## src/bsf_defs.svh

```systemverilog
// timing counts, command encodings and status bit positions for the flash host controller
`ifndef BSF_DEFS_SVH
`define BSF_DEFS_SVH

`define BSF_CLK_NS        20
// access cycle strobe width and recovery, nanoseconds
`define BSF_STROBE_NS     90
`define BSF_RECOVER_NS    40
// hardware reset pulse width, nanoseconds
`define BSF_RESET_NS      500
`define BSF_STROBE_CYC    ((`BSF_STROBE_NS + `BSF_CLK_NS - 1) / `BSF_CLK_NS)
`define BSF_RECOVER_CYC   ((`BSF_RECOVER_NS + `BSF_CLK_NS - 1) / `BSF_CLK_NS)
`define BSF_RESET_CYC     ((`BSF_RESET_NS + `BSF_CLK_NS - 1) / `BSF_CLK_NS)
`define BSF_CNT_W         8

// command sequence addresses and data (plain defaults)
`define BSF_UNLOCK_ADDR1  20'h00555
`define BSF_UNLOCK_ADDR2  20'h002aa
`define BSF_UNLOCK_DATA1  16'h00aa
`define BSF_UNLOCK_DATA2  16'h0055
`define BSF_CMD_PROGRAM   16'h00a0
`define BSF_CMD_ERASE     16'h0080
`define BSF_CMD_CHIP      16'h0010
`define BSF_CMD_SECTOR    16'h0030
`define BSF_CMD_SUSPEND   16'h00b0
`define BSF_CMD_RESUME    16'h0030
`define BSF_CMD_BYPASS    16'h0020
`define BSF_CMD_BYP_EXIT1 16'h0090
`define BSF_CMD_BYP_EXIT2 16'h0000
`define BSF_CMD_RESET     16'h00f0

// status bit positions and byte-mode data mask
`define BSF_POLL_BIT      7
`define BSF_TOGGLE_BIT    6
`define BSF_BYTE_MASK     16'h00ff

`endif

```

## src/bsf_pkg.sv

```systemverilog
// types for the flash host controller
package bsf_pkg;
	typedef enum logic [3:0] {
		BSF_OP_NONE    = 4'h0,
		BSF_OP_READ    = 4'h1,
		BSF_OP_PROGRAM = 4'h2,
		BSF_OP_CHIP    = 4'h3,
		BSF_OP_SECTOR  = 4'h4,
		BSF_OP_SUSPEND = 4'h5,
		BSF_OP_RESUME  = 4'h6,
		BSF_OP_BYP_ON  = 4'h7,
		BSF_OP_BYP_OFF = 4'h8,
		BSF_OP_RESET   = 4'h9,
		BSF_OP_SECT_ADD = 4'ha
	} bsf_op_t;

	typedef enum logic [6:0] {
		BSF_IDLE   = 7'h01,
		BSF_SETUP  = 7'h02,
		BSF_STROBE = 7'h04,
		BSF_RECOV  = 7'h08,
		BSF_POLL   = 7'h10,
		BSF_HWRST  = 7'h20,
		BSF_DONE   = 7'h40
	} bsf_state_t;
endpackage

```

## src/bsf_host.sv

```systemverilog
// host-side controller driving a boot-sector parallel flash over its pins
// ----------------------------------------
// Summary of operation
// ----------------------------------------
// Summary of operation
// RULE1 - word mode uses all sixteen data lines, byte mode only the low eight
// RULE2 - in bypass mode a program takes two writes instead of four
// RULE3 - after a program sequence the device times and verifies on its own
// RULE4 - erase preprograms then erases and verifies on its own
// RULE5 - erase targets whole chip or any chosen set of sectors
// RULE6 - progress shows on ready/busy pin, poll bit and toggling bit
// RULE7 - finished operation returns device to array read, ready for commands
// RULE8 - hardware reset pin aborts any operation and returns to array read
// RULE9 - during erase suspend touch only unselected sectors, then resume
// RULE10 - device rejects program and erase to protected sectors
// RULE11 - temporary unprotect allows changes to locked sectors while active
// RULE12 - device blocks writes during power transitions
// RULE13 - device sleeps on stable addresses and stands by when deselected
// RULE14 - sectors are 16K, two 8K, 32K and fifteen 64K bytes
// RULE15 - boot sectors sit at top or bottom per variant
// RULE16 - each write cycle latches address and data in the device
// RULE17 - commands are plain write cycles into the command register
// RULE18 - erasing one sector leaves other sectors unchanged
// RULE19 - separate enables keep host and device from contending on data lines
// RULE20 - wait for completion before new commands except suspend or reset
`timescale 1ns/10ps
`include "bsf_defs.svh"

module bsf_host (
	input  wire logic           clk_sys,
	input  wire logic           nrst,
	input  wire logic           req,
	input  wire bsf_pkg::bsf_op_t op,
	input  wire logic [19:0]    addr,
	input  wire logic [15:0]    wdata,
	input  wire logic           byte_mode,
	output logic                busy,
	output logic                done,
	output logic                fail,
	output logic [15:0]         rdata,
	output logic [19:0]         flash_addr,
	output logic [15:0]         data_bus_lines_out,
	output logic                data_bus_lines_oe,
	input  wire logic [15:0]    data_bus_lines_in,
	output logic                chip_en_n,
	output logic                write_en_n,
	output logic                out_en_n,
	output logic                hw_reset_n,
	output logic                byte_sel_n,
	input  wire logic           operation_done_pin_n
);

	// ----------------------------------------
	// pin synchronisers
	// ----------------------------------------
	logic [15:0] dq_s1, dq_s2;
	logic        rb_s1, rb_s2;
	always_ff @(posedge clk_sys or negedge nrst) begin
		if (!nrst) begin
			dq_s1 <= 16'h0000;
			dq_s2 <= 16'h0000;
			rb_s1 <= 1'b1;
			rb_s2 <= 1'b1;
		end else begin
			dq_s1 <= data_bus_lines_in;
			dq_s2 <= dq_s1;
			rb_s1 <= operation_done_pin_n;
			rb_s2 <= rb_s1;
		end
	end

	// ----------------------------------------
	// command sequence table
	// ----------------------------------------
	bsf_pkg::bsf_state_t state;
	bsf_pkg::bsf_op_t    cur_op;
	logic [19:0]         cur_addr;
	logic [15:0]         cur_data;
	logic                bypass;
	logic [2:0]          step;
	logic [2:0]          nsteps;
	logic                is_read;
	logic                need_poll;
	logic [`BSF_CNT_W-1:0] cnt;
	logic [15:0]         prev_stat;
	logic                poll_first;
	logic [19:0]         cyc_addr;
	logic [15:0]         cyc_data;

	always_comb begin
		cyc_addr = cur_addr;
		cyc_data = cur_data;
		nsteps   = 3'd1;
		case (cur_op)
			bsf_pkg::BSF_OP_PROGRAM: begin
				if (bypass) begin
					nsteps = 3'd2; // RULE2
					cyc_addr = (step == 3'd0) ? cur_addr : cur_addr;
					cyc_data = (step == 3'd0) ? `BSF_CMD_PROGRAM : cur_data;
				end else begin
					nsteps = 3'd4; // RULE2
					case (step)
						3'd0: begin cyc_addr = `BSF_UNLOCK_ADDR1; cyc_data = `BSF_UNLOCK_DATA1; end
						3'd1: begin cyc_addr = `BSF_UNLOCK_ADDR2; cyc_data = `BSF_UNLOCK_DATA2; end
						3'd2: begin cyc_addr = `BSF_UNLOCK_ADDR1; cyc_data = `BSF_CMD_PROGRAM; end
						default: begin cyc_addr = cur_addr; cyc_data = cur_data; end
					endcase
				end
			end
			bsf_pkg::BSF_OP_CHIP, bsf_pkg::BSF_OP_SECTOR: begin
				nsteps = 3'd6; // RULE5
				case (step)
					3'd0, 3'd3: begin cyc_addr = `BSF_UNLOCK_ADDR1; cyc_data = `BSF_UNLOCK_DATA1; end
					3'd1, 3'd4: begin cyc_addr = `BSF_UNLOCK_ADDR2; cyc_data = `BSF_UNLOCK_DATA2; end
					3'd2: begin cyc_addr = `BSF_UNLOCK_ADDR1; cyc_data = `BSF_CMD_ERASE; end
					default: begin
						cyc_addr = (cur_op == bsf_pkg::BSF_OP_CHIP) ? `BSF_UNLOCK_ADDR1 : cur_addr;
						cyc_data = (cur_op == bsf_pkg::BSF_OP_CHIP) ? `BSF_CMD_CHIP
							: `BSF_CMD_SECTOR;
					end
				endcase
			end
			bsf_pkg::BSF_OP_SECT_ADD: cyc_data = `BSF_CMD_SECTOR; // RULE5
			bsf_pkg::BSF_OP_SUSPEND: cyc_data = `BSF_CMD_SUSPEND; // RULE9
			bsf_pkg::BSF_OP_RESUME: cyc_data = `BSF_CMD_RESUME; // RULE9
			bsf_pkg::BSF_OP_BYP_ON: begin
				nsteps = 3'd3;
				case (step)
					3'd0: begin cyc_addr = `BSF_UNLOCK_ADDR1; cyc_data = `BSF_UNLOCK_DATA1; end
					3'd1: begin cyc_addr = `BSF_UNLOCK_ADDR2; cyc_data = `BSF_UNLOCK_DATA2; end
					default: begin cyc_addr = `BSF_UNLOCK_ADDR1; cyc_data = `BSF_CMD_BYPASS; end
				endcase
			end
			bsf_pkg::BSF_OP_BYP_OFF: begin
				nsteps = 3'd2;
				cyc_data = (step == 3'd0) ? `BSF_CMD_BYP_EXIT1 : `BSF_CMD_BYP_EXIT2;
			end
			bsf_pkg::BSF_OP_RESET: cyc_data = `BSF_CMD_RESET; // RULE7
			default: ;
		endcase
	end

	assign is_read   = (cur_op == bsf_pkg::BSF_OP_READ);
	assign need_poll = (cur_op == bsf_pkg::BSF_OP_PROGRAM) || (cur_op == bsf_pkg::BSF_OP_CHIP)
		|| (cur_op == bsf_pkg::BSF_OP_SECTOR);

	// ----------------------------------------
	// sequencer
	// ----------------------------------------
	always_ff @(posedge clk_sys or negedge nrst) begin
		if (!nrst) begin
			state      <= bsf_pkg::BSF_IDLE;
			cur_op     <= bsf_pkg::BSF_OP_NONE;
			cur_addr   <= 20'h00000;
			cur_data   <= 16'h0000;
			step       <= 3'd0;
			cnt        <= '0;
			prev_stat  <= 16'h0000;
			poll_first <= 1'b0;
		end else begin
			case (state)
				bsf_pkg::BSF_IDLE: begin
					step <= 3'd0;
					if (req) begin
						cur_op   <= op;
						cur_addr <= addr;
						cur_data <= byte_mode ? (wdata & `BSF_BYTE_MASK) : wdata; // RULE1
						cnt      <= '0;
						state    <= (op == bsf_pkg::BSF_OP_NONE) ? bsf_pkg::BSF_HWRST
							: bsf_pkg::BSF_SETUP; // RULE8
					end
				end
				bsf_pkg::BSF_SETUP: state <= bsf_pkg::BSF_STROBE;
				bsf_pkg::BSF_STROBE: begin
					cnt <= cnt + 1'b1;
					if (cnt == `BSF_CNT_W'(`BSF_STROBE_CYC - 1)) begin
						cnt   <= '0;
						state <= bsf_pkg::BSF_RECOV;
					end
				end
				bsf_pkg::BSF_RECOV: begin
					cnt <= cnt + 1'b1;
					if (cnt == `BSF_CNT_W'(`BSF_RECOVER_CYC + 1)) begin
						cnt <= '0;
						if (step + 3'd1 < nsteps && !is_read) begin
							step  <= step + 3'd1; // RULE17
							state <= bsf_pkg::BSF_SETUP;
						end else if (need_poll) begin
							poll_first <= 1'b1;
							state      <= bsf_pkg::BSF_POLL; // RULE20
						end else begin
							state <= bsf_pkg::BSF_DONE;
						end
					end
				end
				bsf_pkg::BSF_POLL: begin
					// status reads repeat until the toggling bit holds still and the ready/busy pin reads ready
					cnt <= cnt + 1'b1;
					if (cnt == `BSF_CNT_W'(`BSF_STROBE_CYC + 1)) begin
						cnt        <= '0;
						poll_first <= 1'b0;
						prev_stat  <= dq_s2;
						if (!poll_first && rb_s2 &&
							(dq_s2[`BSF_TOGGLE_BIT] == prev_stat[`BSF_TOGGLE_BIT])) // RULE6
							state <= bsf_pkg::BSF_DONE;
					end
				end
				bsf_pkg::BSF_HWRST: begin
					cnt <= cnt + 1'b1;
					if (cnt == `BSF_CNT_W'(`BSF_RESET_CYC - 1))
						state <= bsf_pkg::BSF_DONE;
				end
				bsf_pkg::BSF_DONE: state <= bsf_pkg::BSF_IDLE;
				default: state <= bsf_pkg::BSF_IDLE;
			endcase
		end
	end

	// ----------------------------------------
	// bypass mode tracking
	// ----------------------------------------
	always_ff @(posedge clk_sys or negedge nrst) begin
		if (!nrst)
			bypass <= 1'b0;
		else if (state == bsf_pkg::BSF_DONE) begin
			if (cur_op == bsf_pkg::BSF_OP_BYP_ON)
				bypass <= 1'b1; // RULE2
			else if (cur_op == bsf_pkg::BSF_OP_BYP_OFF || cur_op == bsf_pkg::BSF_OP_NONE
				|| cur_op == bsf_pkg::BSF_OP_RESET)
				bypass <= 1'b0;
		end
	end

	// ----------------------------------------
	// pin drive
	// ----------------------------------------
	always_ff @(posedge clk_sys or negedge nrst) begin
		if (!nrst) begin
			chip_en_n          <= 1'b1;
			write_en_n         <= 1'b1;
			out_en_n           <= 1'b1;
			data_bus_lines_oe  <= 1'b0;
			data_bus_lines_out <= 16'h0000;
			flash_addr         <= 20'h00000;
			hw_reset_n         <= 1'b0;
			byte_sel_n         <= 1'b1;
		end else begin
			hw_reset_n <= (state != bsf_pkg::BSF_HWRST); // RULE8
			byte_sel_n <= !byte_mode; // RULE1
			case (state)
				bsf_pkg::BSF_SETUP: begin
					flash_addr         <= cyc_addr; // RULE16
					data_bus_lines_out <= cyc_data;
					chip_en_n          <= 1'b0;
					data_bus_lines_oe  <= !is_read; // RULE19
				end
				bsf_pkg::BSF_STROBE: begin
					write_en_n <= is_read;
					out_en_n   <= !is_read; // RULE19
				end
				bsf_pkg::BSF_POLL: begin
					chip_en_n         <= 1'b0;
					data_bus_lines_oe <= 1'b0;
					out_en_n          <= (cnt >= `BSF_CNT_W'(`BSF_STROBE_CYC)); // RULE6
				end
				default: begin
					write_en_n        <= 1'b1;
					out_en_n          <= 1'b1;
					// select and data stay one cycle past the strobe edge the device latches on
					if (cnt == `BSF_CNT_W'(1) || state != bsf_pkg::BSF_RECOV) begin
						data_bus_lines_oe <= 1'b0;
						chip_en_n         <= 1'b1; // RULE13
					end
				end
			endcase
		end
	end

	// ----------------------------------------
	// user side status
	// ----------------------------------------
	always_ff @(posedge clk_sys or negedge nrst) begin
		if (!nrst) begin
			busy  <= 1'b0;
			done  <= 1'b0;
			fail  <= 1'b0;
			rdata <= 16'h0000;
		end else begin
			busy <= (state != bsf_pkg::BSF_IDLE && state != bsf_pkg::BSF_DONE) || req;
			done <= (state == bsf_pkg::BSF_DONE); // RULE7
			if (state == bsf_pkg::BSF_RECOV && cnt == `BSF_CNT_W'(0) && is_read)
				rdata <= byte_mode ? (dq_s2 & `BSF_BYTE_MASK) : dq_s2; // RULE1
			if (state == bsf_pkg::BSF_DONE && need_poll)
				fail <= (dq_s2[`BSF_POLL_BIT] != cur_data[`BSF_POLL_BIT])
					&& (cur_op == bsf_pkg::BSF_OP_PROGRAM); // RULE10
		end
	end

endmodule

```

## config.mk

```make
export PLATFORM = sky130hd
export DESIGN_NAME = bsf_host
export DESIGN_NICKNAME = d
export VERILOG_FILES = /design/src/bsf_pkg.sv /design/src/bsf_host.sv
export VERILOG_INCLUDE_DIRS = /design/src
export SDC_FILE = /design/constraint.sdc
export NUM_CORES = 1
export LEC_CHECK = 0
export BUFFER_PORTS_ARGS = -buffer_cell sky130_fd_sc_hd__buf_2
export CAP_MARGIN = 20
export CORE_MARGIN = 2
export CORE_UTILIZATION = 52
export CTS_CLUSTER_DIAMETER = 30
export DETAILED_ROUTE_END_ITERATION = 8
export GPL_ROUTABILITY_DRIVEN = 0
export GPL_TIMING_DRIVEN = 1
export PLACE_DENSITY = 0.76
export RECOVER_POWER = 100
export SLEW_MARGIN = 10
export SYNTH_ARGS = -nofsm -noshare
export SYNTH_HDL_FRONTEND = slang
export SYNTH_SLANG_ARGS = --single-unit
export TNS_END_PERCENT = 20
```

## constraint.sdc

```tcl
create_clock -name clk_sys -period 3.66 [get_ports clk_sys]
set_clock_uncertainty 0.2 [all_clocks]
set_input_delay 0.366 -clock clk_sys [delete_from_list [all_inputs] [get_ports clk_sys]]
set_output_delay 0.366 -clock clk_sys [all_outputs]
set_load 0.05 [all_outputs]
```

* Word-level counts from Yosys, hierarchy flattened *
Index checks and enable logic that the tools add are counted.
W data, S select, Z words.

storage, ports and cells
  output and inout bits = 61
  bits in latches = 0
  memories kept = 0
  bits in registers = 162
  memory bits (read-only) = 0
  memory bits (writable) = 0

operators by class
  shift operators = 0
  div/mod/pow operators = 0
  $lt $le $gt $ge = 2
  bitwise gates (word level) = 1
  add/sub/neg operators = 2
  equal/unequal tests = 41
  multiplexer cells = 49
  reductions and logical operators = 43
  multiply operators = 0

operators by type and width
  operator               count
  $pmux W16 S7           1
  $pmux W20 S2           2
  $mux W16               4
  $pmux W20 S3           1
  $mux W7                8
  $pmux W16 S3           1
  $pmux W7 S6            1
  $mux W20               2
  $mux W8                5
  $pmux W8 S5            1
  $pmux W8 S3            1
  $ne A2 B2 Y1 const B   9
  $eq A4 B3 Y1 const B   4
  $eq A8 B3 Y1 const B   2
  $pmux W8 S2            1
  $eq A4 B4 Y1 const B   3
  $mux W6                2
  $pmux W3 S4            1
  $reduce_and A2 Y1      6
  $reduce_or A2 Y1       6
  $mux W11               1
  $mux W3                3
  $add A8 B1 Y8 const B  1
  $eq A4 B2 Y1 const B   2
  other kinds (41)       70

* Longest topological paths before layout *
  depth after elaboration = 8
  gate-level depth with buffers = 10

* Worst setup path after synthesis *
No wires, ideal clock.

  kind = reg-to-reg
  start = reg cur_op[2]
  end = reg step[1]
  data arrival time = 2.669 ns
  buffers on the path = 2
  data required time = 3.332 ns
  stages on the path, launching flop included = 11
  path slack = 0.664 ns
  setup time = 0.128 ns
  cells stage by stage = dfrtp_1 buf_2 or4b_2 clkbuf_1 nor2_1 nor2_1 ha_1 a211oi_1 o21a_1 nand4_1 mux2_1

on the way
  cells in the longest elaborated chain, start to end = 7
  elaborated cells on any way between the ends = 13
  classes of those cells = 1 x order compare; 7 x eq/ne; 1 x mux; 4 x reduce/logical

RTL lines
  element                                       RTL line         RTL
  from (decl)                                   bsf_host.sv:76   bsf_pkg::bsf_op_t cur_op;
  from (signal assigned)                        bsf_host.sv:153  cur_op <= bsf_pkg::BSF_OP_NONE;
  from (signal assigned)                        bsf_host.sv:165  cur_op <= op;
  $eq A4 B2 Y1 or $eq A4 B3 Y1 (tied branches)  bsf_host.sv:94   case (cur_op)
  $reduce_or A2 Y1                              bsf_host.sv:94
  $pmux W3 S4                                   bsf_host.sv:94
  $lt A3 B3 Y1                                  bsf_host.sv:185  if (step + 3'd1 < nsteps && !is_read) begin
  $logic_and A1 B1 Y1 *                         bsf_host.sv:185
  $ne A2 B2 Y1 (no line) *                      --
  $reduce_and A3 Y1 (no line) *                 --
  to (signal assigned)                          bsf_host.sv:186  step <= step + 3'd1;
  to (decl)                                     bsf_host.sv:80   logic [2:0] step;

Mark *: on every way between the ends. The rest lies on a longest branch, timed or not.
A chain may end at the register's enable or synchronous reset.

* Final worst setup path *
  start = reg cur_op[0]
  end = reg step[1]

Same word-level chain as after synthesis.

==> results.toml <==
[logic_synthesis]
netlist_area_mm2 = 0.006973
synth_area_per_cell_um2 = 11.34
syn-instance-count = 615
ys_async_sr_fraction_pct = 100.0
yosysUniqueCellTypes = 77
synthFlopType = "dfrtp_1"
synth-edff-count = 0
synth_nets = 687
synth-seq-cells = 156
yosysWarningCount = 0
ys_seq_area_share_pct = 56.11

[clock_tree]
clk_pin_slew_ps = 60
cts_sinks = 156
clkLatencyLatePin_ps = 420
cts-hold-fix-buffers = 52
cts_max_path_buffers = 2
cts_root_buf = "clkbuf_16"
cts_tree = "done"
cts_resized = 0
htree_levels = 4
post_cts_buffers = 0
numCtsBuffers = 17

[route]
dr.first_iter.drc_count = 615
viasPerCell = 5.699
post_drt_wl_per_cell_um = 17.31
drtAntennaViolNets = 0
drt-pass1-iter-count = 5
via_count = 5568
drc_errors = 0
drt-total-wl_um = 16910

[global_routing]
grtUsageMet3_pct = 5.418
antenna_found_initial = 0
grt_use_total_pct = 24.32
grt_pass1_vias = 5477
use_met1_pct = 31.77
gr-max-usage-layer = "met2"
overflow = 0
grt_pass1_wl_um = 27340
grt_max_degree = 93
use_met2_pct = 40.39

[power_and_ir_drop]
p_leak_nw = 3.858
clock_power_share_pct = 25.3
swShare_pct = 40.85
power_mw = 7.007
p_per_area_mw_per_mm2 = 804.4
vdd_drop_max_uv = 434.1
p_comb_share_pct = 38.4
p_switching_mw = 2.862
seq_power_share_pct = 36.4
p_int_mw = 4.145

[floorplan]
die-area_mm2 = 0.01435
io-pin-count = 122
die_w_um = 119.8
coreArea_mm2 = 0.01319
start_util_pct = 52.86
die_h_um = 119.8
rows = 42

[outcome]
violations = "capacitance limit, slew limit"
status = "complete, but fails checks"

[sta]
tns_ps = 0
worst_slack_ps = 395.7
max_slew_margin_pct = -50.68
worst_slew_pin_slew_ps = 2260
fin_crit_sh_pct = 89.19
holdWs_ps = 17.27
hold_viol = 0
period_needed_ps = 3264
finalSetupViolations = 0
fmax_ghz = 0.3063
maxSlewViolCount = 93
rsz0062_at_grt = "false"

[min_path]
hold_end = "cur_op[0]"
hp-start = "op[0]"
hp-class = "in2reg"
holdPathStages = 2

[placement]
placedInstanceArea_mm2 = 0.007750
pre_cts_ws_ps = 412.0
hpwlAfterDp_um = 11060
numPortBuffers = 121
placed_cells = 893

[worst_setup_path]
reg2reg_slack_ps = 400
reg2reg_to = "step[1]"
path_max_fanout = 16
required_ps = 3760
rr_worst_depth = 8
end_kind = "register"
cp-start-kind = "register"
r2r_start = "cur_op[0]"
critPathArrivalTime_ps = 3370
critPathKind = "reg2reg"

[layout]
diodes = 0
final_common_cell = "dfrtp_1"
finalNetCount = 860
mostFrequentLayoutCells = "149 x dfrtp_1, 76 x nand2_1, 70 x clkbuf_1, 58 x buf_2, 52 x dlygate4sd3_1"
fin_util_pct = 66.04
area_delta_synth_final_pct = 24.92
final_area_mm2 = 0.008711
layoutNonFillerInstCount = 977
drive_above_1_share_pct = 20.60

[job]
maxCapViolCount = 1
==> power by group through the flow <==
| stage | clock, mW | sequential (mW) | combinational [mW] |
|---|---|---|---|
| 2_1_floorplan | 0 | 3.16 | 1.41 |
| 4_1_cts | 1.80 | 2.53 | 2.76 |
| 3_5_place_dp | 0 | 2.56 | 2.70 |
| 3_3_place_gp | 0 | 2.52 | 2.64 |
| 6_report | 1.77 | 2.55 | 2.69 |
| 5_1_grt | 1.88 | 2.60 | 2.90 |
==> layout make-up <==
type,count,area [µm²]
Inverter,13,50.05
Multi-Input combinational cell,414,2816
Tap cell,176,220.2
Timing Repair Buffer,186,1125
Fill cell,1046,4479
Clock buffer,22,444.2
Clock inverter,10,142.6
Sequential cell,156,3913
==> sequential cells by signal (all words and copies together), names as in the netlist, 3 cells and up <==
name and cells:
data_bus_lines_out 16, state 7, cur_op 4, cur_data 16, step 3, dq_s1 16
cur_addr 20, dq_s2 16, flash_addr 20, cnt 8, rdata 16
==> how the worst max path moves through the flow <==
stage | from | slack [ps] | to
2_1_floorplan | cur_op[2] | 660 | step[1]
3_3_place_gp | cur_op[0] | 550 | step[1]
3_5_place_dp | cur_op[0] | 410 | step[1]
4_1_cts | cur_op[0] | 400 | step[1]
5_1_grt | cur_op[0] | 160 | step[1]
6_report | cur_op[0] | 400 | step[1]
==> synthesized netlist by cell type, types with 5 or more instances <==
| cell | count | area share [%] |
|---|---|---|
| mux2_2 | 40 | 6.5 |
| o21a_1 | 5 | 0.54 |
| dfrtp_1 | 149 | 53 |
| clkbuf_1 | 17 | 0.92 |
| nand2b_1 | 8 | 0.72 |
| o31ai_1 | 7 | 0.75 |
| nor2_1 | 35 | 1.9 |
| a211oi_1 | 6 | 0.65 |
| nor3_1 | 11 | 0.79 |
| nand3_1 | 10 | 0.72 |
| o21ai_0 | 45 | 3.2 |
| ha_1 | 11 | 2.0 |
| nand2_1 | 76 | 4.1 |
| o221a_2 | 8 | 1.3 |
| nor2b_1 | 15 | 1.3 |
| a21o_1 | 8 | 0.86 |
| mux2_1 | 11 | 1.8 |
| inv_1 | 11 | 0.59 |
| dfstp_2 | 7 | 2.6 |
| buf_2 | 9 | 0.65 |
| a21oi_1 | 22 | 1.6 |
==> layer usage <==
| metal | up-vias | part of all wire, % |
|---|---|---|
| met4 | 0 | 2.1 |
| li1 | 2565 | - |
| met5 | - | 0 |
| met1 | 2751 | 42 |
| met3 | 37 | 5.6 |
| met2 | 215 | 50 |
==> kinds of logic (layout without fill, tap and decap cells) <==
family | count (synthesis) | count (layout) | synth area share, %
DFF | 156 | 156 | 56.11
xor gates and xnor gates | 7 | 7 | 0.8793
and+or+nand+nor | 197 | 197 | 14.93
muxes | 53 | 53 | 8.523
AOI/OAI and AO/OA | 146 | 146 | 14.61
adders and majority gates | 11 | 11 | 1.974
buffers and inverters | 45 | 231 | 2.979
==> critical path, stage by stage (launching register included) <==
cell and delay [ps]:
dfrtp_1 520, or4b_2 790, nor2_1 240, nor2_1 80
ha_1 290, a211oi_1 200, o21a_1 220, nand4_1 220
mux2_1 380
Power figures use the tool's default switching activity.
